**src/codec_seq_pkg.sv**
```systemverilog
// What this block and its host must do
// MCLK runs at 256 or 384 fs
// 384 fs ratio scaled by two thirds
// Host keeps MCLK locked to frame clock
// Host supplies frame clock and bit clock
// Clocks run while converters active
// Host powers down before stopping clocks
// Host pulses power-down pin once
// Reset loads every register initial value
// Calibration lasts 4128 sample periods
// Capture outputs zero during calibration
// Playback path never waits for calibration
// Host avoids power register write during calibration
// Init-done flag low until done
// Input gain stages muted during init
// Power-down: capture zero, playback floats
// Full and read-only init phases
// Full and write-only access blocking
// Capture latency 17.0 sample periods
// Playback latency 14.8 sample periods
// Filter edges scale with sample rate
// Host slows peak-hold reads at low rate
// Power-down pin overrides block power bits
// Leaving capture power-down restarts calibration
// Init counted in frame clock periods
package codec_seq_pkg;
  localparam logic [31:0] ADDR_CTRL     = 32'h0000_0000;
  localparam logic [31:0] ADDR_STATUS   = 32'h0000_0004;
  localparam logic [31:0] ADDR_CAL_CNT  = 32'h0000_0008;
  localparam logic [31:0] ADDR_DATA_IN  = 32'h0000_000C;
  localparam logic [31:0] ADDR_CAP_OUT  = 32'h0000_0010;
  localparam logic [5:0]  PWR_RESET     = 6'h3F;
  localparam logic [12:0] CAL_PERIODS   = 13'h1020; // 4128
  localparam logic [4:0]  CAP_LAT       = 5'h11;    // 17 periods
  localparam logic [4:0]  PLAY_LAT      = 5'h0F;    // 14.8 rounded up
  localparam logic [1:0]  RESP_OKAY     = 2'h0;
  localparam logic [1:0]  RESP_SLVERR   = 2'h2;
  localparam logic [1:0]  RATIO_CNT_256 = 2'h1;
  localparam logic [1:0]  RATIO_CNT_384 = 2'h2;
  localparam int          PWR_ADC_LO    = 2;

  typedef enum logic [3:0] {
    ST_PD   = 4'h1,
    ST_INIT1 = 4'h2,
    ST_INIT2 = 4'h4,
    ST_RUN  = 4'h8
  } phase_type;

  typedef struct packed {
    logic        cap_valid;
    logic [15:0] left;
    logic [15:0] right;
  } sample_type;
endpackage

```
**src/codec_reset_init_sequencer.sv**
```systemverilog
// Local design decisions: the address map and the AXI4-Lite register port.
`timescale 1ns/1ps
// Reset, calibration and access-window sequencing for the codec core
module codec_reset_init_sequencer
(
  input  wire logic        aclk,
  input  wire logic        aresetn,
  input  wire logic        chip_powerdown_n,
  input  wire logic        frame_select_clock,
  input  wire logic        mclk_tick,
  input  wire logic        ratio_384,
  input  wire logic [15:0] adc_left,
  input  wire logic [15:0] adc_right,
  input  wire logic [31:0] s_axi_awaddr,
  input  wire logic        s_axi_awvalid,
  output logic             s_axi_awready,
  input  wire logic [31:0] s_axi_wdata,
  input  wire logic [3:0]  s_axi_wstrb,
  input  wire logic        s_axi_wvalid,
  output logic             s_axi_wready,
  output logic [1:0]       s_axi_bresp,
  output logic             s_axi_bvalid,
  input  wire logic        s_axi_bready,
  input  wire logic [31:0] s_axi_araddr,
  input  wire logic        s_axi_arvalid,
  output logic             s_axi_arready,
  output logic [31:0]      s_axi_rdata,
  output logic [1:0]       s_axi_rresp,
  output logic             s_axi_rvalid,
  input  wire logic        s_axi_rready,
  output logic [15:0]      capture_data_out_0,
  output logic [15:0]      capture_data_out_1,
  output logic [15:0]      play_left,
  output logic [15:0]      play_right,
  output logic             play_drive_en,
  output logic             input_gain_stage_a_mute,
  output logic             input_gain_stage_b_mute,
  output logic             init_done,
  output logic             int_clk_tick
);
  typedef struct packed {
    codec_seq_pkg::phase_type phase;
    logic                     lr_d;
    logic [12:0]              cal_cnt;
    logic                     cal_busy;
    logic                     stat;
    logic [5:0]               block_power_bits;
    logic [31:0]              play_word;
    logic                     aw_got;
    logic                     w_got;
    logic [31:0]              awaddr;
    logic [31:0]              wdata;
    logic [3:0]               wstrb;
    logic                     bvalid;
    logic [1:0]               bresp;
    logic                     rvalid;
    logic [31:0]              rdata;
    logic [1:0]               rresp;
    logic [15:0]              cap0;
    logic [15:0]              cap1;
    logic [15:0]              pl;
    logic [15:0]              pr;
    logic                     pdrive;
    logic                     mute_a;
    logic                     mute_b;
  } seq_type;
  seq_type s_r, s_nxt;

  logic                      frame_tick;
  logic                      adc_on;
  logic                      adc_on_nxt;
  codec_seq_pkg::sample_type cap_in;
  codec_seq_pkg::sample_type cap_dly;
  codec_seq_pkg::sample_type play_in;
  codec_seq_pkg::sample_type play_dly;

  // Byte-lane merge used by every writable register
  function automatic logic [31:0] merge(input logic [31:0] old,
                                        input logic [31:0] nw,
                                        input logic [3:0]  strb);
    logic [31:0] r;
    r = old;
    for (int i = 0; i < 4; i++)
      if (strb[i])
        r[i*8 +: 8] = nw[i*8 +: 8];
    return r;
  endfunction

  // Both capture converters off when the ADC power pair is zero
  function automatic logic adc_pair_on(input logic [5:0] pm);
    return pm[codec_seq_pkg::PWR_ADC_LO +: 2] != 2'b00;
  endfunction

  mclk_scaler u_scaler
  (
    .aclk      (aclk),
    .aresetn   (aresetn),
    .ratio_384 (ratio_384),
    .mclk_tick (mclk_tick),
    .int_tick  (int_clk_tick)
  );

  // Capture path: converter words delayed by the decimation latency
  assign cap_in = '{cap_valid: 1'b1, left: adc_left, right: adc_right};
  latency_line u_cap_lat
  (
    .aclk       (aclk),
    .aresetn    (aresetn),
    .depth      (codec_seq_pkg::CAP_LAT),
    .frame_tick (frame_tick),
    .din        (cap_in),
    .dout       (cap_dly)
  );

  // Playback path runs regardless of calibration state
  assign play_in = '{cap_valid: 1'b1, left: s_r.play_word[31:16],
                     right: s_r.play_word[15:0]};
  latency_line u_play_lat
  (
    .aclk       (aclk),
    .aresetn    (aresetn),
    .depth      (codec_seq_pkg::PLAY_LAT),
    .frame_tick (frame_tick),
    .din        (play_in),
    .dout       (play_dly)
  );

  // Frame clock rising edge marks one sample period
  assign frame_tick = frame_select_clock && !s_r.lr_d;
  assign adc_on = adc_pair_on(s_r.block_power_bits);

  always_comb
  begin
    s_nxt = s_r;
    adc_on_nxt = adc_on;
    s_nxt.lr_d = frame_select_clock;

    // Pin low forces power-down and full register reset
    if (!chip_powerdown_n)
    begin
      s_nxt = '0;
      s_nxt.lr_d = frame_select_clock;
      s_nxt.phase = codec_seq_pkg::ST_PD;
      s_nxt.block_power_bits = codec_seq_pkg::PWR_RESET;
    end
    else
    begin
      case (s_r.phase)
        codec_seq_pkg::ST_PD:
        begin
          // Full init: every register to its initial value
          s_nxt.block_power_bits = codec_seq_pkg::PWR_RESET;
          s_nxt.phase = codec_seq_pkg::ST_INIT1;
        end
        codec_seq_pkg::ST_INIT1:
        begin
          // Read-only status cleared, calibration armed
          s_nxt.stat = 1'b0;
          s_nxt.cal_cnt = '0;
          s_nxt.cal_busy = 1'b1;
          s_nxt.phase = codec_seq_pkg::ST_INIT2;
        end
        codec_seq_pkg::ST_INIT2:
        begin
          // Counts sample periods from the pin release
          if (frame_tick)
            s_nxt.cal_cnt = s_r.cal_cnt + 13'h1;
          if (frame_tick &&
              s_r.cal_cnt == codec_seq_pkg::CAL_PERIODS - 13'h1)
          begin
            s_nxt.cal_busy = 1'b0;
            s_nxt.stat = 1'b1;
            s_nxt.phase = codec_seq_pkg::ST_RUN;
          end
        end
        codec_seq_pkg::ST_RUN:
          s_nxt.phase = codec_seq_pkg::ST_RUN;
        default:
          s_nxt.phase = codec_seq_pkg::ST_PD;
      endcase

      // AXI write: address and data taken in either order
      if (s_axi_awvalid && !s_r.aw_got)
      begin
        s_nxt.aw_got = 1'b1;
        s_nxt.awaddr = s_axi_awaddr;
      end
      if (s_axi_wvalid && !s_r.w_got)
      begin
        s_nxt.w_got = 1'b1;
        s_nxt.wdata = s_axi_wdata;
        s_nxt.wstrb = s_axi_wstrb;
      end
      if (s_r.aw_got && s_r.w_got && !s_r.bvalid)
      begin
        s_nxt.aw_got = 1'b0;
        s_nxt.w_got = 1'b0;
        s_nxt.bvalid = 1'b1;
        s_nxt.bresp = codec_seq_pkg::RESP_OKAY;
        // Writes refused in ST_PD and ST_INIT1; accepted from the start of calibration (ST_INIT2)
        if (s_r.phase != codec_seq_pkg::ST_RUN &&
            s_r.phase != codec_seq_pkg::ST_INIT2)
          s_nxt.bresp = codec_seq_pkg::RESP_SLVERR;
        else if (s_r.awaddr == codec_seq_pkg::ADDR_CTRL)
        begin
          // Power bits locked while calibration runs
          if (s_r.cal_busy)
            s_nxt.bresp = codec_seq_pkg::RESP_SLVERR;
          else
            s_nxt.block_power_bits =
              6'(merge({26'h0, s_r.block_power_bits}, s_r.wdata,
                       s_r.wstrb));
        end
        else if (s_r.awaddr == codec_seq_pkg::ADDR_DATA_IN)
          s_nxt.play_word = merge(s_r.play_word, s_r.wdata, s_r.wstrb);
        else
          s_nxt.bresp = codec_seq_pkg::RESP_SLVERR;
      end
      if (s_r.bvalid && s_axi_bready)
        s_nxt.bvalid = 1'b0;

      // AXI read: all reads refused during the full init phase
      if (s_axi_arvalid && !s_r.rvalid)
      begin
        s_nxt.rvalid = 1'b1;
        s_nxt.rresp = codec_seq_pkg::RESP_OKAY;
        s_nxt.rdata = '0;
        if (s_r.phase != codec_seq_pkg::ST_RUN &&
            s_r.phase != codec_seq_pkg::ST_INIT2)
          s_nxt.rresp = codec_seq_pkg::RESP_SLVERR;
        else if (s_axi_araddr == codec_seq_pkg::ADDR_CTRL)
          s_nxt.rdata = {26'h0, s_r.block_power_bits};
        else if (s_axi_araddr == codec_seq_pkg::ADDR_STATUS)
          s_nxt.rdata = {29'h0, s_r.cal_busy, adc_on, s_r.stat};
        else if (s_axi_araddr == codec_seq_pkg::ADDR_CAL_CNT)
          s_nxt.rdata = {19'h0, s_r.cal_cnt};
        else if (s_axi_araddr == codec_seq_pkg::ADDR_DATA_IN)
          s_nxt.rdata = s_r.play_word;
        else if (s_axi_araddr == codec_seq_pkg::ADDR_CAP_OUT)
          s_nxt.rdata = {s_r.cap0, s_r.cap1};
        else
          s_nxt.rresp = codec_seq_pkg::RESP_SLVERR;
      end
      else if (s_r.rvalid && s_axi_rready)
        s_nxt.rvalid = 1'b0;

      // Re-entering capture power restarts calibration
      adc_on_nxt = adc_pair_on(s_nxt.block_power_bits);
      if (s_r.phase == codec_seq_pkg::ST_RUN && !adc_on && adc_on_nxt)
      begin
        s_nxt.cal_cnt = '0;
        s_nxt.cal_busy = 1'b1;
        s_nxt.stat = 1'b0;
        s_nxt.phase = codec_seq_pkg::ST_INIT2;
      end
    end

    // Capture forced to zero while down or calibrating
    if (s_nxt.phase != codec_seq_pkg::ST_RUN || !adc_on_nxt)
    begin
      s_nxt.cap0 = '0;
      s_nxt.cap1 = '0;
    end
    else
    begin
      s_nxt.cap0 = cap_dly.left;
      s_nxt.cap1 = cap_dly.right;
    end

    // Playback only floats in pin power-down, not during init
    s_nxt.pdrive = (s_nxt.phase != codec_seq_pkg::ST_PD);
    s_nxt.pl = play_dly.left;
    s_nxt.pr = play_dly.right;

    // Gain stages held muted until init completes
    s_nxt.mute_a = (s_nxt.phase != codec_seq_pkg::ST_RUN);
    s_nxt.mute_b = (s_nxt.phase != codec_seq_pkg::ST_RUN);
  end

  always_ff @(posedge aclk)
  begin
    if (!aresetn)
    begin
      s_r <= '0;
      s_r.phase <= codec_seq_pkg::ST_PD;
      s_r.block_power_bits <= codec_seq_pkg::PWR_RESET;
      s_r.mute_a <= 1'b1;
      s_r.mute_b <= 1'b1;
    end
    else
      s_r <= s_nxt;
  end

  // Bus handshakes: each channel accepted once while unlatched
  assign s_axi_awready = !s_r.aw_got && chip_powerdown_n;
  assign s_axi_wready  = !s_r.w_got && chip_powerdown_n;
  assign s_axi_arready = !s_r.rvalid && chip_powerdown_n;
  assign s_axi_bvalid  = s_r.bvalid;
  assign s_axi_bresp   = s_r.bresp;
  assign s_axi_rvalid  = s_r.rvalid;
  assign s_axi_rdata   = s_r.rdata;
  assign s_axi_rresp   = s_r.rresp;

  assign capture_data_out_0      = s_r.cap0;
  assign capture_data_out_1      = s_r.cap1;
  assign play_left               = s_r.pl;
  assign play_right              = s_r.pr;
  assign play_drive_en           = s_r.pdrive;
  assign input_gain_stage_a_mute = s_r.mute_a;
  assign input_gain_stage_b_mute = s_r.mute_b;
  assign init_done               = s_r.stat;
endmodule

```
**src/latency_line.sv**
```systemverilog
`timescale 1ns/1ps
// Fixed sample-period delay line standing in for a filter's group delay
module latency_line
(
  input  wire logic                      aclk,
  input  wire logic                      aresetn,
  input  wire logic [4:0]                depth,
  input  wire logic                      frame_tick,
  input  wire codec_seq_pkg::sample_type din,
  output codec_seq_pkg::sample_type      dout
);
  codec_seq_pkg::sample_type mem [0:31];
  typedef struct packed {
    logic [4:0]                wp;
    codec_seq_pkg::sample_type q;
  } lat_type;
  lat_type s_r, s_nxt;

  // Delay counted in frames so it scales with the sample rate
  always_comb
  begin
    s_nxt = s_r;
    if (frame_tick)
    begin
      s_nxt.wp = s_r.wp + 5'h1;
      s_nxt.q = mem[5'(s_r.wp - depth)];
    end
  end

  always_ff @(posedge aclk)
  begin
    if (frame_tick)
      mem[s_r.wp] <= din;
    if (!aresetn)
      s_r <= '0;
    else
      s_r <= s_nxt;
  end

  assign dout = s_r.q;
endmodule

```
**src/mclk_scaler.sv**
```systemverilog
`timescale 1ns/1ps
// Turns master clock ticks into internal ticks at the 256 fs rate
module mclk_scaler
(
  input  wire logic aclk,
  input  wire logic aresetn,
  input  wire logic ratio_384,
  input  wire logic mclk_tick,
  output logic      int_tick
);
  typedef struct packed {
    logic [1:0] cnt;
    logic       tick;
  } scl_type;
  scl_type s_r, s_nxt;

  // Pass two of every three ticks at 384 fs, all at 256 fs
  always_comb
  begin
    s_nxt = s_r;
    s_nxt.tick = 1'b0;
    if (mclk_tick)
    begin
      if (!ratio_384)
        s_nxt.tick = 1'b1;
      else
      begin
        s_nxt.tick = (s_r.cnt != codec_seq_pkg::RATIO_CNT_384);
        s_nxt.cnt = (s_r.cnt == codec_seq_pkg::RATIO_CNT_384) ? 2'h0
                    : s_r.cnt + 2'h1;
      end
    end
  end

  always_ff @(posedge aclk)
  begin
    if (!aresetn)
      s_r <= '0;
    else
      s_r <= s_nxt;
  end

  assign int_tick = s_r.tick;
endmodule
```
**config.mk**
```make
export PLATFORM = sky130hd
export DESIGN_NAME = codec_reset_init_sequencer
export DESIGN_NICKNAME = d
export VERILOG_FILES = /design/src/codec_seq_pkg.sv /design/src/codec_reset_init_sequencer.sv /design/src/latency_line.sv /design/src/mclk_scaler.sv
export SDC_FILE = /design/constraint.sdc
export NUM_CORES = 2
export LEC_CHECK = 0
export ABC_AREA = 1
export BUFFER_PORTS_ARGS = -buffer_cell sky130_fd_sc_hd__buf_4
export CORE_UTILIZATION = 40
export CTS_BUF_LIST = sky130_fd_sc_hd__clkbuf_4
export DETAILED_ROUTE_END_ITERATION = 6
export GPL_ROUTABILITY_DRIVEN = 0
export PLACE_DENSITY_LB_ADDON = 0.05
export SYNTH_ARGS = -nofsm -noshare
export SYNTH_HDL_FRONTEND = slang
export SYNTH_SLANG_ARGS = --single-unit
export TNS_END_PERCENT = 30
```
**constraint.sdc**
```tcl
create_clock -name aclk -period 4.55 [get_ports aclk]
set_input_delay 0.2275 -clock aclk [delete_from_list [all_inputs] [get_ports aclk]]
set_output_delay 0.2275 -clock aclk [all_outputs]
set_load 0.03 [all_outputs]
```
Word-level counts from Yosys, hierarchy flattened
Memories as Yosys holds them, arrays and structs flattened. A register that Yosys moved wholly into a read port is not among the register bits.
Index checks and enable logic that the tools add are counted.
{"block": "word_totals", "mem_count": 2, "ram_bits": 2048, "register_bits": 245}
{"name": "u_cap_lat.mem", "words": 32, "word_bits": 32, "read_ports": 1, "rd_ports_with_merged_regs": 1, "write_ports": 1, "line_no": "latency_line.sv:12", "rtl": "codec_seq_pkg::sample_type mem [0:31];"}
{"name": "u_play_lat.mem", "words": 32, "word_bits": 32, "read_ports": 1, "rd_ports_with_merged_regs": 1, "write_ports": 1, "line_no": "latency_line.sv:12"}
{"block": "op_classes", "addsub": 6, "n_reduce_logical": 45, "mux": 46, "n_bitwise": 2, "n_eq_ne": 30}
{"cell": "$mux W32", "count": 8}
{"cell": "$eq A32 B4 Y1 const B", "count": 3}
{"cell": "$mux W40", "count": 2}
{"cell": "$logic_not A32 Y1", "count": 2}
{"cell": "$mux W38", "count": 1}
{"cell": "$eq A32 B3 Y1 const B", "count": 1}
{"cell": "$eq A32 B5 Y1 const B", "count": 1}
{"cell": "$mux W8", "count": 4}
{"cell": "$pmux W15 S2", "count": 1}
{"cell": "$mux W2", "count": 13}
{"cell": "$mux W6", "count": 4}
{"cell": "$reduce_and A5 Y1", "count": 4}
{"cell": "$pmux W4 S4", "count": 1}
{"cell": "$logic_and A1 B1 Y1", "count": 15}
{"cell": "$add A13 B1 Y13 const B", "count": 1}
{"cell": "$eq A13 B13 Y1 const B", "count": 1}
{"cell": "$mux W13", "count": 1}
{"cell": "$mux W4", "count": 3}
{"cell": "$ne A2 B1 Y1 const B", "count": 6}
{"cell": "$reduce_and A2 Y1", "count": 6}
{"cell": "$add A5 B1 Y5 const B", "count": 2}
{"cell": "$ne A2 B2 Y1 const B", "count": 5}
{"cell": "$logic_not A1 Y1", "count": 9}
{"cell": "$mux W1", "count": 8}
{"cell": "other kinds (20)", "count": 27}

Depth between registers and ports, before layout
{"block": "logic_depth", "ltp_word": 14, "mapped_depth": 19}

Hierarchy
Synthesis repeated with hierarchy kept, for this count alone.
{"block": "hier_totals", "cells_unflattened": 10546, "area_unflattened_um2": 104128.6}
{"mod": "latency_line (u_cap_lat)", "n_inst": 1, "cells_each": 4589, "seq_area_each_um2": 32471.1, "area_per_inst_um2": 47026.4}
{"mod": "latency_line (u_play_lat)", "n_inst": 1, "cells_each": 4590, "seq_area_each_um2": 32471.1, "area_per_inst_um2": 47022.6}
{"mod": "codec_reset_init_sequencer", "n_inst": 1, "cells_each": 1349, "seq_area_each_um2": 4604.4, "area_per_inst_um2": 9957.0}
{"mod": "mclk_scaler", "n_inst": 1, "cells_each": 18, "seq_area_each_um2": 60.1, "area_per_inst_um2": 122.6}

Worst setup path after synthesis
Ideal clock, no wire load.
{"block": "synth_timing", "path_kind": "reg2reg", "startpoint": "register u_cap_lat.s_r[34] (netlist bit)", "endpoint": "memory u_cap_lat.mem[31][0] (netlist bit), enable pin", "slack_ps": 1129, "required_ps": 4087, "synth_period_minus_slack_ps": 3421, "path_buffers": 0, "arrival_ps": 2958, "path_stages_with_launch": 4, "setup_time_ps": 463, "cell_sequence": "dfxtp_1 ha_1 nand2_1 nor3_1"}
{"item": "start: declaration", "line_no": "latency_line.sv:17", "rtl": "lat_type s_r, s_nxt;"}
{"item": "start signal: assignment", "line_no": "latency_line.sv:37", "rtl": "s_r <= s_nxt;"}
{"item": "end: declaration", "line_no": "latency_line.sv:12"}
Straight into the memory's write port.

Final worst setup path
{"block": "layout_timing", "startpoint": "input port s_axi_araddr[0]", "endpoint": "register s_r (netlist bit s_axi_rdata[30])"}
{"block": "layout_between", "elab_chain_cells": 7, "elab_cells_between_ends": 11, "classes_between": "4 x eq/ne; 6 x mux; 1 x reduce/logical"}
{"item": "start: declaration", "line_no": "codec_reset_init_sequencer.sv:24", "rtl": "input wire logic [31:0] s_axi_araddr,"}
{"item": "$eq A32 B5 Y1", "line_no": "codec_reset_init_sequencer.sv:239", "rtl": "else if (s_axi_araddr == codec_seq_pkg::ADDR_CAP_OUT)"}
{"item": "$mux W32", "line_no": "codec_reset_init_sequencer.sv:239"}
{"item": "$mux W32", "line_no": "codec_reset_init_sequencer.sv:237", "rtl": "else if (s_axi_araddr == codec_seq_pkg::ADDR_DATA_IN)"}
{"item": "$mux W32", "line_no": "codec_reset_init_sequencer.sv:235", "rtl": "else if (s_axi_araddr == codec_seq_pkg::ADDR_CAL_CNT)"}
{"item": "$mux W32", "line_no": "codec_reset_init_sequencer.sv:233", "rtl": "else if (s_axi_araddr == codec_seq_pkg::ADDR_STATUS)"}
{"item": "$mux W32 (*)", "line_no": "codec_reset_init_sequencer.sv:231", "rtl": "else if (s_axi_araddr == codec_seq_pkg::ADDR_CTRL)"}
{"item": "$mux W32 (*)", "line_no": "codec_reset_init_sequencer.sv:228", "rtl": "if (s_r.phase != codec_seq_pkg::ST_RUN &&"}
{"item": "end signal: assignment", "line_no": "codec_reset_init_sequencer.sv:291", "rtl": "s_r <= s_nxt;"}
{"item": "end: declaration", "line_no": "codec_reset_init_sequencer.sv:67", "rtl": "seq_type s_r, s_nxt;"}
Mark *: on every way between the ends. The rest lies on a longest branch, timed or not.
A chain may end at the register's enable or synchronous reset.

==> results.py <==
metrics = {
    "outcome": {
        "status": "completed",
    },
    "synthesis": {
        "synthDistinctLibCells": 47,
        "synth_enable_flop_cells": 2048,
        "synthCells": 7392,
        "async_flop_share_pct": 0,
        "ys.flop_type": "edfxtp_1",
        "synth_warnings": 0,
        "syn_avg_cell_area_um2": 12.5,
        "synth_area_um2": 92400,
        "ys_ff_latch": 2355,
        "seq_area_frac_synth_pct": 73.2,
    },
    "grt": {
        "grt_util_all_layers_pct": 25.9,
        "overflow": 0,
        "grt_pass1_wl_mm": 439,
        "grt_antenna_before_repair": 13,
        "grt_start_max_net_pins": 178,
        "grt_pass1_vias": 63699,
    },
    "timing": {
        "worst_slew_pin_slew_ns": 1.22,
        "rsz0062_at_grt": "no",
        "finalSetupTns_ns": 0,
        "setup_slack_ns": 0.113,
        "drv_slew": 0,
        "fin_crit_sh_pct": 97.5,
        "relSlewSlack_pct": 18.8,
        "setup_viol": 0,
        "fin_skew_ns": 0.0748,
        "fmax_mhz": 225,
        "post-route-min-period_ns": 4.44,
        "finalHoldViolCount": 0,
    },
    "cts": {
        "post-cts-setup-buffers": 0,
        "cts_tree": "done",
        "cts-root-buf": "clkbuf_4",
        "cts_num_sinks": 2355,
        "clk_latency_ns": 1.44,
        "clkTransAtPathRegs_ns": 0.07,
        "clockBufferDepth": 4,
        "htreeDepth": 6,
        "cts_buffers": 649,
    },
    "power": {
        "p_clk_share_pct": 40.6,
        "power.density_nw_per_um2": 434,
        "switching_share_pct": 25.4,
        "leakagePower_uw": 0.0378,
        "p_sw_uw": 12200,
        "power_frac_seq_pct": 49.6,
        "p_int_uw": 35700,
        "ir_drop_uv": 299,
        "p_comb_share_pct": 9.8,
    },
    "placement": {
        "place_hpwl_mm": 161,
        "portBuffers": 250,
        "pre_cts_ws_ns": 1.12,
        "placed_cell_area_um2": 97700,
    },
    "cells_and_area": {
        "nets": 8414,
        "drive_gt1_share_pct": 19.0,
        "final_cell_area_um2": 110000,
        "area_growth_pct": 19.2,
    },
    "routing": {
        "viasPerCell": 5.49,
        "drtIter0Drc": 5621,
        "finalWirelength_mm": 307,
        "drc": 0,
        "ant_nets": 0,
        "first_pass_iters": 5,
        "vias": 64694,
        "wl_per_cell_um": 26.0,
    },
    "floorplanning": {
        "core_area_um2": 230000,
        "die_x_um": 483,
        "boundaryPins": 253,
        "die-area_um2": 233000,
        "die_y_um": 483,
        "rows": 176,
        "start_util_pct": 40.2,
    },
    "worst_setup_path": {
        "worst_ep_arrival_time_ns": 5.76,
        "path_max_fanout": 15,
        "criticalPathCategory": "input pin to flip-flop",
        "crit_path_start_kind": "input pin",
        "cp-end-kind": "flip-flop",
        "required_ns": 5.88,
    },
    "flow_run": {
        "drv_cap": 0,
    },
    "worst_hold_path": {
        "hp-class": "input pin to flip-flop",
    },
}
## Yosys cell counts, types with 24 or more instances
master / count / area, um^2
edfxtp_1: 2048 / 61500
o21ai_0: 1205 / 6030
o22ai_1: 317 / 1980
o21ai_1: 63 / 315
nand2_1: 399 / 1500
nor3_1: 24 / 120
o221ai_1: 218 / 1910
nor2_1: 1365 / 5120
inv_1: 193 / 724
buf_4: 122 / 916
dfxtp_1: 307 / 6150
nand3_1: 220 / 1100
clkbuf_1: 323 / 1210
a21oi_1: 149 / 746
buf_2: 147 / 736
nor3_2: 34 / 340
o211ai_1: 136 / 1020
## per-stage QoR
step           total power [uW]  cells  hold slack, ns  utilization, %
2_1_floorplan             26900   7393           0.321               -
3_3_place_gp              28600  10243           0.419            42.6
3_5_place_dp              28600  10243           0.426            42.6
4_1_cts                   48400  11773         0.00858            47.9
5_1_grt                   49900  11780           0.106            48.0
6_report                  47800  11785           0.161            48.0
## critical path, stage by stage
cell	delay, ns
dlygate4sd3_1	0.55
buf_4	0.13
dlygate4sd3_1	0.56
nor2_2	0.10
dlygate4sd3_1	0.64
nand2_1	0.09
nor2_1	0.20
nand2_1	0.09
dlygate4sd3_1	0.58
nor2_1	0.10
dlygate4sd3_1	0.56
nand2_1	0.05
dlygate4sd3_1	0.63
clkinvlp_4	0.28
nand2_1	0.12
o21ai_1	0.09
dlygate4sd3_1	0.55
nand3_1	0.06
a21oi_1	0.13
## per-layer routing
metal	global-route usage, %	up-vias	part of all wire [%]
met4	8.09	6	2.4
li1	-	29310	-
met2	43.2	2160	49
met1	34.4	32757	43
met3	4.47	461	5.4
met5	0	-	0.013
## worst paths after layout
kind | start | to | slack (ns) | depth (start not counted)
worst min-delay path | s_axi_araddr[4] | s_axi_rdata[2] | 0.16 | 10
worst max-delay path | s_axi_araddr[0] | s_axi_rdata[30] | 0.11 | 19
worst min register to register | u_play_lat.dout[24] | play_left[8] | 0.44 | 2
worst max register to register | u_cap_lat.s_r[33] | u_cap_lat.dout[31] | 1.09 | 10
## placed cells by master, fill, tap and decap left out, types with 4 or more instances in the layout
| master | netlist | layout |
|---|---|---|
| bufinv_16 | 0 | 10 |
| buf_12 | 0 | 59 |
| clkinv_2 | 0 | 13 |
| nand2_1 | 399 | 397 |
| a21oi_1 | 149 | 149 |
| nand3_1 | 220 | 220 |
| clkbuf_4 | 0 | 1013 |
| nor3_1 | 24 | 22 |
| o221ai_1 | 218 | 218 |
| nor2_4 | 4 | 68 |
| clkinv_1 | 6 | 94 |
| dlygate4sd3_1 | 0 | 385 |
| clkinvlp_4 | 0 | 4 |
| diode_2 | 0 | 11 |
| nor3_2 | 34 | 36 |
| nor2_1 | 1365 | 1299 |
| o22ai_1 | 317 | 317 |
| o21ai_1 | 63 | 62 |
| nor2_2 | 8 | 10 |
| inv_2 | 11 | 21 |
| nand4_1 | 11 | 11 |
| edfxtp_1 | 2048 | 2048 |
| dfxtp_1 | 307 | 300 |
| o211ai_1 | 136 | 136 |
| inv_1 | 193 | 188 |
| buf_4 | 122 | 386 |
| o21ai_0 | 1205 | 1205 |
| nand2_2 | 5 | 7 |
| nand2_4 | 5 | 5 |
| dfxtp_2 | 0 | 5 |
| a32o_1 | 6 | 6 |
| ha_1 | 10 | 8 |
## what timing repair did
action	CTS	global route
gates resized for setup	0	2
endpoints found under the hold margin	1503	0
setup endpoints to repair	0	3
hold buffers	392	0
## layout make-up
class,instances,area [um^2]
multi-input combinational,4212,21500
clock inverter,125,757
tap,3026,3790
timing repair inverter,1,5.00
fill,20926,120000
timing repair buffer,832,7970
sequential,2355,67700
antenna,11,27.5
inverter,210,827
clock buffer,1013,7600
## cell families after synthesis
group | share of synthesized area [%]
xor gates and xnor gates | 0.0745
buffers and inverters | 4.14
adders and majority gates | 0.135
DFF | 73.2
and+or+nand+nor | 9.19
AOI/OAI and AO/OA | 13.2
other | 0.00406
## flip-flops by register name (all words and copies together) (netlist names), 5 cells and up
register and count:
play_left 16, capture_data_out_0 16, u_cap_lat.s_r 5, play_right 16, u_play_lat.mem 1024, play_in 32
u_play_lat.s_r 5, u_cap_lat.mem 1024, u_play_lat.dout 32, capture_data_out_1 16, s_axi_rdata 32, s_r 95
u_cap_lat.dout 32
## power groups by stage
stage          Clock, uW  Sequential (uW)  Combinational (uW)
2_1_floorplan          0            24100                2760
3_3_place_gp           0            24200                4420
3_5_place_dp           0            24200                4430
4_1_cts            19900            23700                4710
5_1_grt            21000            23700                5150
6_report           19400            23700                4700
Power figures use the tool's default switching activity.
